===== src/logic/drive_map_defines.svh =====
`ifndef DRIVE_MAP_DEFINES_SVH
`define DRIVE_MAP_DEFINES_SVH
// Image geometry
`define IMG_BYTES 32
`define IDX_LAST 5'h1F
`define IDX_ONE 5'h01
`define IDX_ZERO 5'h00
// Output image byte offsets, high byte first
`define OB_CMD 5'h00
`define OB_FREF 5'h02
`define OB_AO 5'h0A
`define OB_DO 5'h0E
// Message area, same in both directions
`define MB_FUNC 5'h10
`define MB_ADDR 5'h11
`define MB_CNT 5'h13
`define MB_DATA 5'h14
`define MB_HS 5'h1F
// Input image byte offsets, high byte first
`define IB_STAT 5'h00
`define IB_SPEED 5'h02
`define IB_TORQ 5'h04
`define IB_FREF 5'h08
`define IB_OFREQ 5'h0A
`define IB_CUR 5'h0C
`define IB_AI 5'h0E
// Command word bit positions
`define CB_RUN 0
`define CB_DIR 1
`define CB_MFDI_LO 2
`define CB_MFDI_HI 6
`define CB_EF 8
`define CB_FRST 9
`define CB_HIST 14
`define CB_BB 15
// Digital output word bits routed to terminals
`define DO_RELAY 0
`define DO_OC1 1
`define DO_OC2 2
// Selector codes
`define AO_THROUGH 3'h0
`define DO_THROUGH 8'h0F
`define CTRL_VF 3'h0
`define STYLE_RUN_DIR 1'b1
// Values
`define ZERO8 8'h00
`define ZERO16 16'h0000
`define STAT_RSVD_BIT 15
// Forwarding window for a partly received image
`define FWD_LIMIT_NS 2000000
`define CLK_PERIOD_NS 4
`define FWD_LIMIT_CYC (`FWD_LIMIT_NS / `CLK_PERIOD_NS)
`define TMO_W 20
`endif


===== src/logic/drive_map_pkg.sv =====
package drive_map_pkg;
	typedef logic [31:0][7:0] img_t;
	typedef logic [4:0] idx_t;
	typedef enum logic [0:0] {
		TX_IDLE = 1'b0,
		TX_SEND = 1'b1
	} tx_state_e;
	typedef struct packed {
		logic forward_run_cmd;
		logic reverse_run_cmd;
		logic direction_select_cmd;
		logic [4:0] mfdi_cmd;
		logic network_external_fault;
		logic fault_reset_cmd;
		logic history_reset_pulse;
		logic baseblock_cmd;
	} cmd_s;
	typedef struct packed {
		logic motor2_selected;
		logic oc_out2_closed;
		logic oc_out1_closed;
		logic relay_closed;
		logic network_control_flag;
		logic power_loss;
		logic operation_error_flag;
		logic fault;
		logic alarm;
		logic drive_ready;
		logic speed_agree;
		logic fault_reset_active;
		logic reverse_running;
		logic zero_speed;
		logic running;
	} drive_status_monitor_s;
	typedef struct packed {
		logic [15:0] motor_speed;
		logic [15:0] torque_ref;
		logic [15:0] freq_ref_active;
		logic [15:0] out_freq;
		logic [15:0] out_current;
		logic [15:0] analog_in1;
	} monitor_s;
	typedef struct packed {
		logic [7:0] func;
		logic [15:0] start_addr;
		logic [7:0] count;
		logic [3:0][15:0] data;
		logic [7:0] handshake;
	} msg_s;
endpackage


===== src/logic/drive_cyclic_io_mapper.sv =====
// Operation
// Output bytes 0-1 command word, 2-3 frequency reference, high byte first.
// Input bytes 0-1 status word, 2-3 motor speed, high byte first.
// Input bytes 4-5 torque reference monitor; bytes 6-7 reserved.
// Input bytes 8-9 active frequency reference, 10-11 output frequency.
// Input bytes 12-13 output current in hundredths of an ampere.
// Input bytes 14-15 analog input channel 1.
// Output bytes 10-11 analog output; drives terminal only with through-mode 000.
// Output bytes 14-15 digital outputs; terminals follow only with through-mode F.
// Message area layout shared by both directions, bytes 16 to 31.
// Voltage-per-frequency control reports zero motor speed.
// Torque monitor unusable when control method selection is 0.
// Bit 0: forward run, or run when command style is 1.
// Bit 1: reverse run, or direction select when command style is 1.
// Bits 2-6 drive multi-function inputs 3-7; bit 7 reserved.
// Bit 8 external fault, bit 9 fault reset, bit F baseblock.
// History reset only on a rising edge of its command bit.
// Status bits 0-7: run, zero speed, reverse, reset, agree, ready, alarm, fault.
// Status bits 8-E: error, power loss, net control, relay, OC1, OC2, motor 2.
// Commands reach the drive well within two milliseconds of reception.
// Reserved input bytes and bits read zero; reserved output content ignored.
`include "drive_map_defines.svh"
`timescale 1ns/100ps
`default_nettype none
module drive_cyclic_io_mapper #(
	parameter int FWD_LIMIT_CYC = `FWD_LIMIT_CYC
) (
	input wire logic mclk,
	input wire logic rst_n,
	input wire logic rx_valid,
	input wire logic rx_first,
	input wire logic [7:0] rx_data,
	input wire logic tx_req,
	input wire logic tx_ready,
	output logic tx_valid,
	output logic [7:0] tx_data,
	output logic tx_last,
	input wire logic run_command_style_select,
	input wire logic [2:0] control_method_select,
	input wire logic [2:0] analog_out_function_select,
	input wire logic [7:0] relay_out_function_select,
	input wire logic [7:0] oc_out1_function_select,
	input wire logic [7:0] oc_out2_function_select,
	input wire drive_map_pkg::drive_status_monitor_s drive_status_monitor,
	input wire drive_map_pkg::monitor_s monitors,
	input wire drive_map_pkg::msg_s msg_reply,
	output drive_map_pkg::cmd_s cmd,
	output logic cmd_update,
	output logic [15:0] freq_ref,
	output logic [15:0] analog_out_value,
	output logic analog_out_net_active,
	output logic [15:0] digital_out_word,
	output logic relay_out,
	output logic oc_out1,
	output logic oc_out2,
	output drive_map_pkg::msg_s msg_cmd,
	output logic frame_dropped
);
	import drive_map_pkg::*;

	typedef struct packed {
		img_t rx_img;
		idx_t rx_idx;
		logic rx_active;
		logic [`TMO_W-1:0] rx_age;
		img_t tx_img;
		idx_t tx_idx;
		tx_state_e tx_state;
		logic tx_valid;
		logic [7:0] tx_data;
		logic tx_last;
		logic hist_bit;
		cmd_s cmd;
		logic cmd_update;
		logic [15:0] freq_ref;
		logic [15:0] ao_value;
		logic ao_active;
		logic [15:0] do_word;
		logic relay_out;
		logic oc_out1;
		logic oc_out2;
		msg_s msg_cmd;
		logic frame_dropped;
	} state_s;

	state_s q;
	state_s d;

	////////////////////////////////////////////////////////////////////////
	// Byte pair and selector helpers

	function automatic logic [15:0] get16(input img_t img, input idx_t off);
		get16 = {img[off], img[5'(off + `IDX_ONE)]};
	endfunction

	function automatic img_t put16(input img_t img, input idx_t off, input logic [15:0] v);
		img_t r;
		r = img;
		r[off] = v[15:8];
		r[5'(off + `IDX_ONE)] = v[7:0];
		put16 = r;
	endfunction

	function automatic logic through_f(input logic [7:0] sel);
		through_f = (sel == `DO_THROUGH);
	endfunction

	function automatic logic vf_mode(input logic [2:0] sel);
		vf_mode = (sel == `CTRL_VF);
	endfunction

	////////////////////////////////////////////////////////////////////////
	// Next state

	img_t rx_next;
	img_t snap;
	logic [15:0] cw;
	logic [15:0] sw;
	logic commit;

	always_comb begin
		d = q;
		rx_next = q.rx_img;
		snap = '0;
		cw = `ZERO16;
		sw = `ZERO16;
		commit = 1'b0;
		d.cmd_update = 1'b0;
		d.frame_dropped = 1'b0;
		d.cmd.history_reset_pulse = 1'b0;

		// Receive side: collect one 32-byte image
		if (rx_valid && (rx_first || q.rx_active)) begin
			if (rx_first) begin
				rx_next[`IDX_ZERO] = rx_data;
				d.rx_idx = `IDX_ONE;
				d.rx_active = 1'b1;
				d.rx_age = '0;
			end else begin
				rx_next[q.rx_idx] = rx_data;
				d.rx_age = '0;
				d.rx_idx = 5'(q.rx_idx + `IDX_ONE);
				if (q.rx_idx == `IDX_LAST) begin
					d.rx_active = 1'b0;
					commit = 1'b1;
				end
			end
			d.rx_img = rx_next;
		end else if (q.rx_active) begin
			// stale frame dropped
			if (q.rx_age >= `TMO_W'(FWD_LIMIT_CYC - 1)) begin
				d.rx_active = 1'b0;
				d.frame_dropped = 1'b1;
			end else begin
				d.rx_age = `TMO_W'(q.rx_age + 1'b1);
			end
		end

		// Decode on the last byte so the drive sees it next cycle
		if (commit) begin
			// command and reference bytes
			cw = get16(rx_next, `OB_CMD);
			d.freq_ref = get16(rx_next, `OB_FREF);
			d.cmd_update = 1'b1;
			// run bit meaning
			// direction bit meaning
			if (run_command_style_select == `STYLE_RUN_DIR) begin
				d.cmd.forward_run_cmd = cw[`CB_RUN] & ~cw[`CB_DIR];
				d.cmd.reverse_run_cmd = cw[`CB_RUN] & cw[`CB_DIR];
				d.cmd.direction_select_cmd = cw[`CB_DIR];
			end else begin
				d.cmd.forward_run_cmd = cw[`CB_RUN];
				d.cmd.reverse_run_cmd = cw[`CB_DIR];
				d.cmd.direction_select_cmd = 1'b0;
			end
			// multi-function inputs 3-7
			d.cmd.mfdi_cmd = cw[`CB_MFDI_HI:`CB_MFDI_LO];
			// fault, reset, baseblock
			d.cmd.network_external_fault = cw[`CB_EF];
			d.cmd.fault_reset_cmd = cw[`CB_FRST];
			d.cmd.baseblock_cmd = cw[`CB_BB];
			// history reset edge
			d.cmd.history_reset_pulse = cw[`CB_HIST] & ~q.hist_bit;
			d.hist_bit = cw[`CB_HIST];
			// analog output through-mode
			d.ao_value = get16(rx_next, `OB_AO);
			d.ao_active = (analog_out_function_select == `AO_THROUGH);
			// digital output through-mode
			d.do_word = get16(rx_next, `OB_DO);
			d.relay_out = d.do_word[`DO_RELAY] & through_f(relay_out_function_select);
			d.oc_out1 = d.do_word[`DO_OC1] & through_f(oc_out1_function_select);
			d.oc_out2 = d.do_word[`DO_OC2] & through_f(oc_out2_function_select);
			// message area decode
			d.msg_cmd.func = rx_next[`MB_FUNC];
			d.msg_cmd.start_addr = get16(rx_next, `MB_ADDR);
			d.msg_cmd.count = rx_next[`MB_CNT];
			for (int i = 0; i < 4; i++) begin
				d.msg_cmd.data[i] = get16(rx_next, 5'(`MB_DATA + 2 * i));
			end
			d.msg_cmd.handshake = rx_next[`MB_HS];
			// reserved output bytes and bits not read
		end

		// Transmit side: snapshot the input image, then stream it
		// low status bits
		// high status bits
		sw = {1'b0, drive_status_monitor};
		// reserved status bit zero
		sw[`STAT_RSVD_BIT] = 1'b0;
		// status word and speed
		snap = put16(snap, `IB_STAT, sw);
		// zero speed under V/f
		snap = put16(snap, `IB_SPEED,
			vf_mode(control_method_select) ? `ZERO16 : monitors.motor_speed);
		// torque monitor
		// torque unusable under V/f
		snap = put16(snap, `IB_TORQ,
			vf_mode(control_method_select) ? `ZERO16 : monitors.torque_ref);
		// active reference and output frequency
		snap = put16(snap, `IB_FREF, monitors.freq_ref_active);
		snap = put16(snap, `IB_OFREQ, monitors.out_freq);
		// output current
		snap = put16(snap, `IB_CUR, monitors.out_current);
		// analog input 1
		snap = put16(snap, `IB_AI, monitors.analog_in1);
		// message reply area
		snap[`MB_FUNC] = msg_reply.func;
		snap = put16(snap, `MB_ADDR, msg_reply.start_addr);
		snap[`MB_CNT] = msg_reply.count;
		for (int i = 0; i < 4; i++) begin
			snap = put16(snap, 5'(`MB_DATA + 2 * i), msg_reply.data[i]);
		end
		snap[`MB_HS] = msg_reply.handshake;

		case (q.tx_state)
			TX_IDLE: begin
				if (tx_req) begin
					d.tx_img = snap;
					d.tx_idx = `IDX_ZERO;
					d.tx_state = TX_SEND;
					d.tx_valid = 1'b1;
					d.tx_data = snap[`IDX_ZERO];
					d.tx_last = 1'b0;
				end
			end
			TX_SEND: begin
				if (tx_ready) begin
					if (q.tx_idx == `IDX_LAST) begin
						d.tx_state = TX_IDLE;
						d.tx_valid = 1'b0;
						d.tx_last = 1'b0;
						d.tx_data = `ZERO8;
					end else begin
						d.tx_idx = 5'(q.tx_idx + `IDX_ONE);
						d.tx_data = q.tx_img[5'(q.tx_idx + `IDX_ONE)];
						d.tx_last = (5'(q.tx_idx + `IDX_ONE) == `IDX_LAST);
					end
				end
			end
			default: begin
				d.tx_state = TX_IDLE;
				d.tx_valid = 1'b0;
			end
		endcase
	end

	////////////////////////////////////////////////////////////////////////
	// State register

	always_ff @(posedge mclk or negedge rst_n) begin
		if (!rst_n) begin
			q <= '0;
		end else begin
			q <= d;
		end
	end

	assign tx_valid = q.tx_valid;
	assign tx_data = q.tx_data;
	assign tx_last = q.tx_last;
	assign cmd = q.cmd;
	assign cmd_update = q.cmd_update;
	assign freq_ref = q.freq_ref;
	assign analog_out_value = q.ao_value;
	assign analog_out_net_active = q.ao_active;
	assign digital_out_word = q.do_word;
	assign relay_out = q.relay_out;
	assign oc_out1 = q.oc_out1;
	assign oc_out2 = q.oc_out2;
	assign msg_cmd = q.msg_cmd;
	assign frame_dropped = q.frame_dropped;
endmodule // drive_cyclic_io_mapper
`default_nettype wire


===== config.mk =====
export PLATFORM = sky130hd
export DESIGN_NAME = drive_cyclic_io_mapper
export DESIGN_NICKNAME = d
export VERILOG_FILES = /design/src/logic/drive_map_pkg.sv /design/src/logic/drive_cyclic_io_mapper.sv
export VERILOG_INCLUDE_DIRS = /design/src /design/src/logic
export SDC_FILE = /design/constraint.sdc
export NUM_CORES = 1
export LEC_CHECK = 0
export BUFFER_PORTS_ARGS = -buffer_cell sky130_fd_sc_hd__buf_2
export CAP_MARGIN = 10
export CELL_PAD_IN_SITES_DETAIL_PLACEMENT = 1
export CELL_PAD_IN_SITES_GLOBAL_PLACEMENT = 1
export CORE_UTILIZATION = 45
export CTS_CLUSTER_SIZE = 16
export DETAILED_ROUTE_END_ITERATION = 7
export PLACE_DENSITY = 0.78
export SYNTH_ARGS = -nofsm -noshare
export SYNTH_HDL_FRONTEND = slang
export SYNTH_SLANG_ARGS = --single-unit

===== constraint.sdc =====
create_clock -name mclk -period 6.2 [get_ports mclk]
set_input_delay 0.31 -clock mclk [delete_from_list [all_inputs] [get_ports mclk]]
set_output_delay 0.31 -clock mclk [all_outputs]
set_load 0.05 [all_outputs]

==> key figures <==
Cells and area
  – Final Util: 56.20%
  – P&R area growth vs syn: 23.34%
  – Layout Cells excl Fill: 3578
  – Multi-input gate area in the final layout: 9165 um^2
  – Seq. cell area: 14790 um^2
  – FILL cells: 5967
  – Layout Nets: 3033
  – Layout cells sized above 1: 31.38%

GRT
  – Gr ovfl total: 0
  – Vias in the first global route: 22000
  – Antenna violations before repair: 11
  – Largest net degree at the start of global routing: 221
  – Total track usage: 30.71%
  – First-pass GRT wire length: 133600 um

Worst setup path
  – Critical Path Most Common Cell: mux4_2
  – R2R Setup Slk: 2790 ps
  – CP Class: reg -> reg
  – Reg2reg end: tx_data[5]
  – Crit path largest cell delay: 850 ps
  – Req. time, crit path: 6670 ps
  – Worst path arrival time: 3880 ps
  – R2R cell count: 7
  – CP endpoint kind: register
  – Crit start category: register
  – Critical path peak fanout: 37
  – Sequence of cells on the critical path: inv_1, ha_2, buf_4, mux4_2, mux4_2, nand2_1, nand4_1
  – Worst setup startpoint: q[182]
  – RR Startpoint: q[182]
  – CP max stage cell: ha_2
  – CP endpoint: tx_data[5]

Floorplan
  – Row Count: 87
  – Initial cell density of the core: 45.57%
  – Area of the core: 56500 um^2
  – Die ar.: 58170 um^2
  – IO Pins: 440
  – Chip height: 241.2 um
  – Die width: 241.2 um

Pwr
  – Peak supply drop: 0.2832 mV
  – Power, Total: 10.08 mW
  – Leak pwr: 16.70 nW
  – PD cells: 317.5 nW/um^2

Timing
  – Final setup vio count: 0
  – Rel. slew slack: 19.90%
  – Final Skew: 25.45 ps
  – Setup TNS: 0 ps
  – Max Slew Vio Count: 0
  – Final min period: 3412 ps
  – RSZ-0062 raised after global routing: no
  – Worst-margin pin slew: 1201 ps
  – Fmax: 293.1 MHz
  – Tcrit/Tclk final: 55.04%
  – Fin Hold WS: 36.92 ps
  – Final hold viol count: 0

Synth
  – Area leader, netlist: dfrtp_1
  – Top post-synthesis cells by count: 839 x nand2_1, 591 x dfrtp_1, 243 x mux2_2
  – Mapped Cells: 2309
  – Synthesized cell area: 25740 um^2
  – Seq/Total Area, Yosys: 57.45%
  – Synth area leaders: dfrtp_1 57%, nand2_1 12%, mux2_2 11%, buf_4 5.0%, mux4_2 4.5%
  – Synth top area share: 57.45%
  – Synth cell types: 63
  – Post-synth ARST share: 100.0%
  – Syn Nets: 2578
  – Top-count cell post-synth: nand2_1
  – EDFF count, synth: 0
  – Ys Warns: 0
  – Syn avg cell area: 11.15 um^2
  – Register bit total from synthesis: 591
  – Primary FF master, synth: dfrtp_1

Outcome
  – Outcome: complete, no violations

Route
  – Drt initial violations: 1616
  – DRC: 0
  – Post-Route WL: 87980 um
  – DR WL/cell: 24.59 um
  – Antenna-violating nets left: 0
  – First-pass iteration count of the detailed router: 5
  – Vias/cell: 5.500
  – Via count: 19680

Clocking
  – Worst-Skew Late Latency: 600 ps
  – Setup Buffers After CTS: 0
  – Post-CTS Hold Fix Bufs: 228
  – CTS resizes: 0
  – H-tree level count: 3
  – CTS root buffer: clkbuf_16
  – Sink Count: 591
  – Num CTS Buffers: 66
  – Clk buf depth: 3
  – CTS tree: yes
  – Clk slew on worst S/H paths: 60 ps

Placed design
  – DP Cell Count: 3224
  – GP Congestion: 0.8480
  – Placed wire-length estimate: 50290 um
  – # port buffers: 439

Flow run
  – Max Cap Viol: 0

Min path
  – Tightest Hold Check Type: in -> reg
sequential cells by signal, indices dropped and copies added (netlist names):
| register | flops |
|---|---|
| analog_out_net_active | 1 |
| analog_out_value | 16 |
| cmd | 12 |
| cmd_update | 1 |
| digital_out_word | 16 |
| frame_dropped | 1 |
| freq_ref | 16 |
| msg_cmd | 104 |
| oc_out1 | 1 |
| oc_out2 | 1 |
| q | 411 |
| relay_out | 1 |
| tx_data | 8 |
| tx_last | 1 |
| tx_valid | 1 |
final cells by class:
class / instances / area share, %
flip-flops and latches: 591 / 46.59
multi-input cells: 1408 / 28.87
repair buffers: 684 / 14.66
clock buffers: 98 / 6.285
well taps: 756 / 2.979
clock inverters: 20 / 0.3941
inverters: 13 / 0.1616
diodes: 8 / 0.06305
metrics by stage:
stage               setup WS [ps]  area (um^2)
floorplan                    3241        25740
global placement             2853        27330
detailed placement           2747        27330
CTS                          2779        31730
global route                 2562        31750
finish                       2788        31750
cell usage in the layout (no fill, tap or decap), types with 5 or more instances in the layout:
| cell | Yosys | final |
|---|---|---|
| o41ai_1 | 7 | 7 |
| nand3b_1 | 6 | 6 |
| clkbuf_1 | 101 | 13 |
| a22o_1 | 35 | 35 |
| clkbuf_8 | 0 | 16 |
| o21ai_0 | 20 | 20 |
| clkbuf_16 | 0 | 69 |
| nor3_1 | 12 | 12 |
| nand3_1 | 20 | 20 |
| mux2i_1 | 21 | 21 |
| nor2b_1 | 9 | 8 |
| mux2_2 | 243 | 243 |
| buf_2 | 11 | 438 |
| a31oi_1 | 7 | 7 |
| dfrtp_1 | 591 | 590 |
| or3_1 | 7 | 7 |
| ha_1 | 9 | 8 |
| nor2_1 | 19 | 18 |
| and3_1 | 5 | 5 |
| clkinv_2 | 0 | 12 |
| o211ai_1 | 5 | 5 |
| nand2_1 | 839 | 838 |
| a21oi_1 | 12 | 12 |
| dlygate4sd3_1 | 0 | 228 |
| a221oi_1 | 5 | 5 |
| nand4_1 | 10 | 10 |
| mux4_2 | 51 | 51 |
| inv_1 | 12 | 12 |
| diode_2 | 0 | 8 |
| buf_4 | 172 | 14 |
worst max-delay path: cells and delay by family (launching register included):
family,cells,cell delay (ps)
muxes,2,880
adders and majority gates,1,850
buffers and inverters,2,720
DFF,1,660
and+or+nand+nor,2,170
cell families (layout without fill, tap and decap cells):
kind of cell / Yosys count / after routing / share of synthesized area, %
xor gates and xnor gates: 5 / 5 / 0.2431
and+or+nand+nor: 955 / 955 / 14.95
muxes: 315 / 315 / 15.91
AOI/OAI and AO/OA: 124 / 124 / 3.898
other: 0 / 8 / 0
DFF: 591 / 591 / 57.45
buffers and inverters: 310 / 815 / 7.111
adders and majority gates: 9 / 9 / 0.4375
worst min-delay path by stage:
stage	from	to	slack (ps)	cells after the start
floorplan	rst_n	analog_out_net_active	10	0
global placement	q[170]	cmd[1]	420	1
detailed placement	q[170]	cmd[1]	430	1
CTS	tx_req	tx_valid	10	3
global route	oc_out2_function_select[5]	oc_out2	30	3
finish	tx_req	tx_valid	40	3
power by group:
| group | switching [mW] | internal [mW] | total [mW] |
|---|---|---|---|
| combinational | 1.01 | 0.811 | 1.82 |
| clock | 1.63 | 2.23 | 3.87 |
| sequential | 0.238 | 4.16 | 4.40 |
metal layers:
metal  vias to the layer above  GRT usage, %  part of all wire, %  wire length, um
met2                       834         52.71                   51            44780
met3                       291         6.748                  6.6             5800
li1                       8417             -                    -                -
met5                         -             0                0.010                9
met1                     10140         36.29                   37            32810
met4                         2         15.42                  5.2             4583
(Power assumes the default switching activity.)
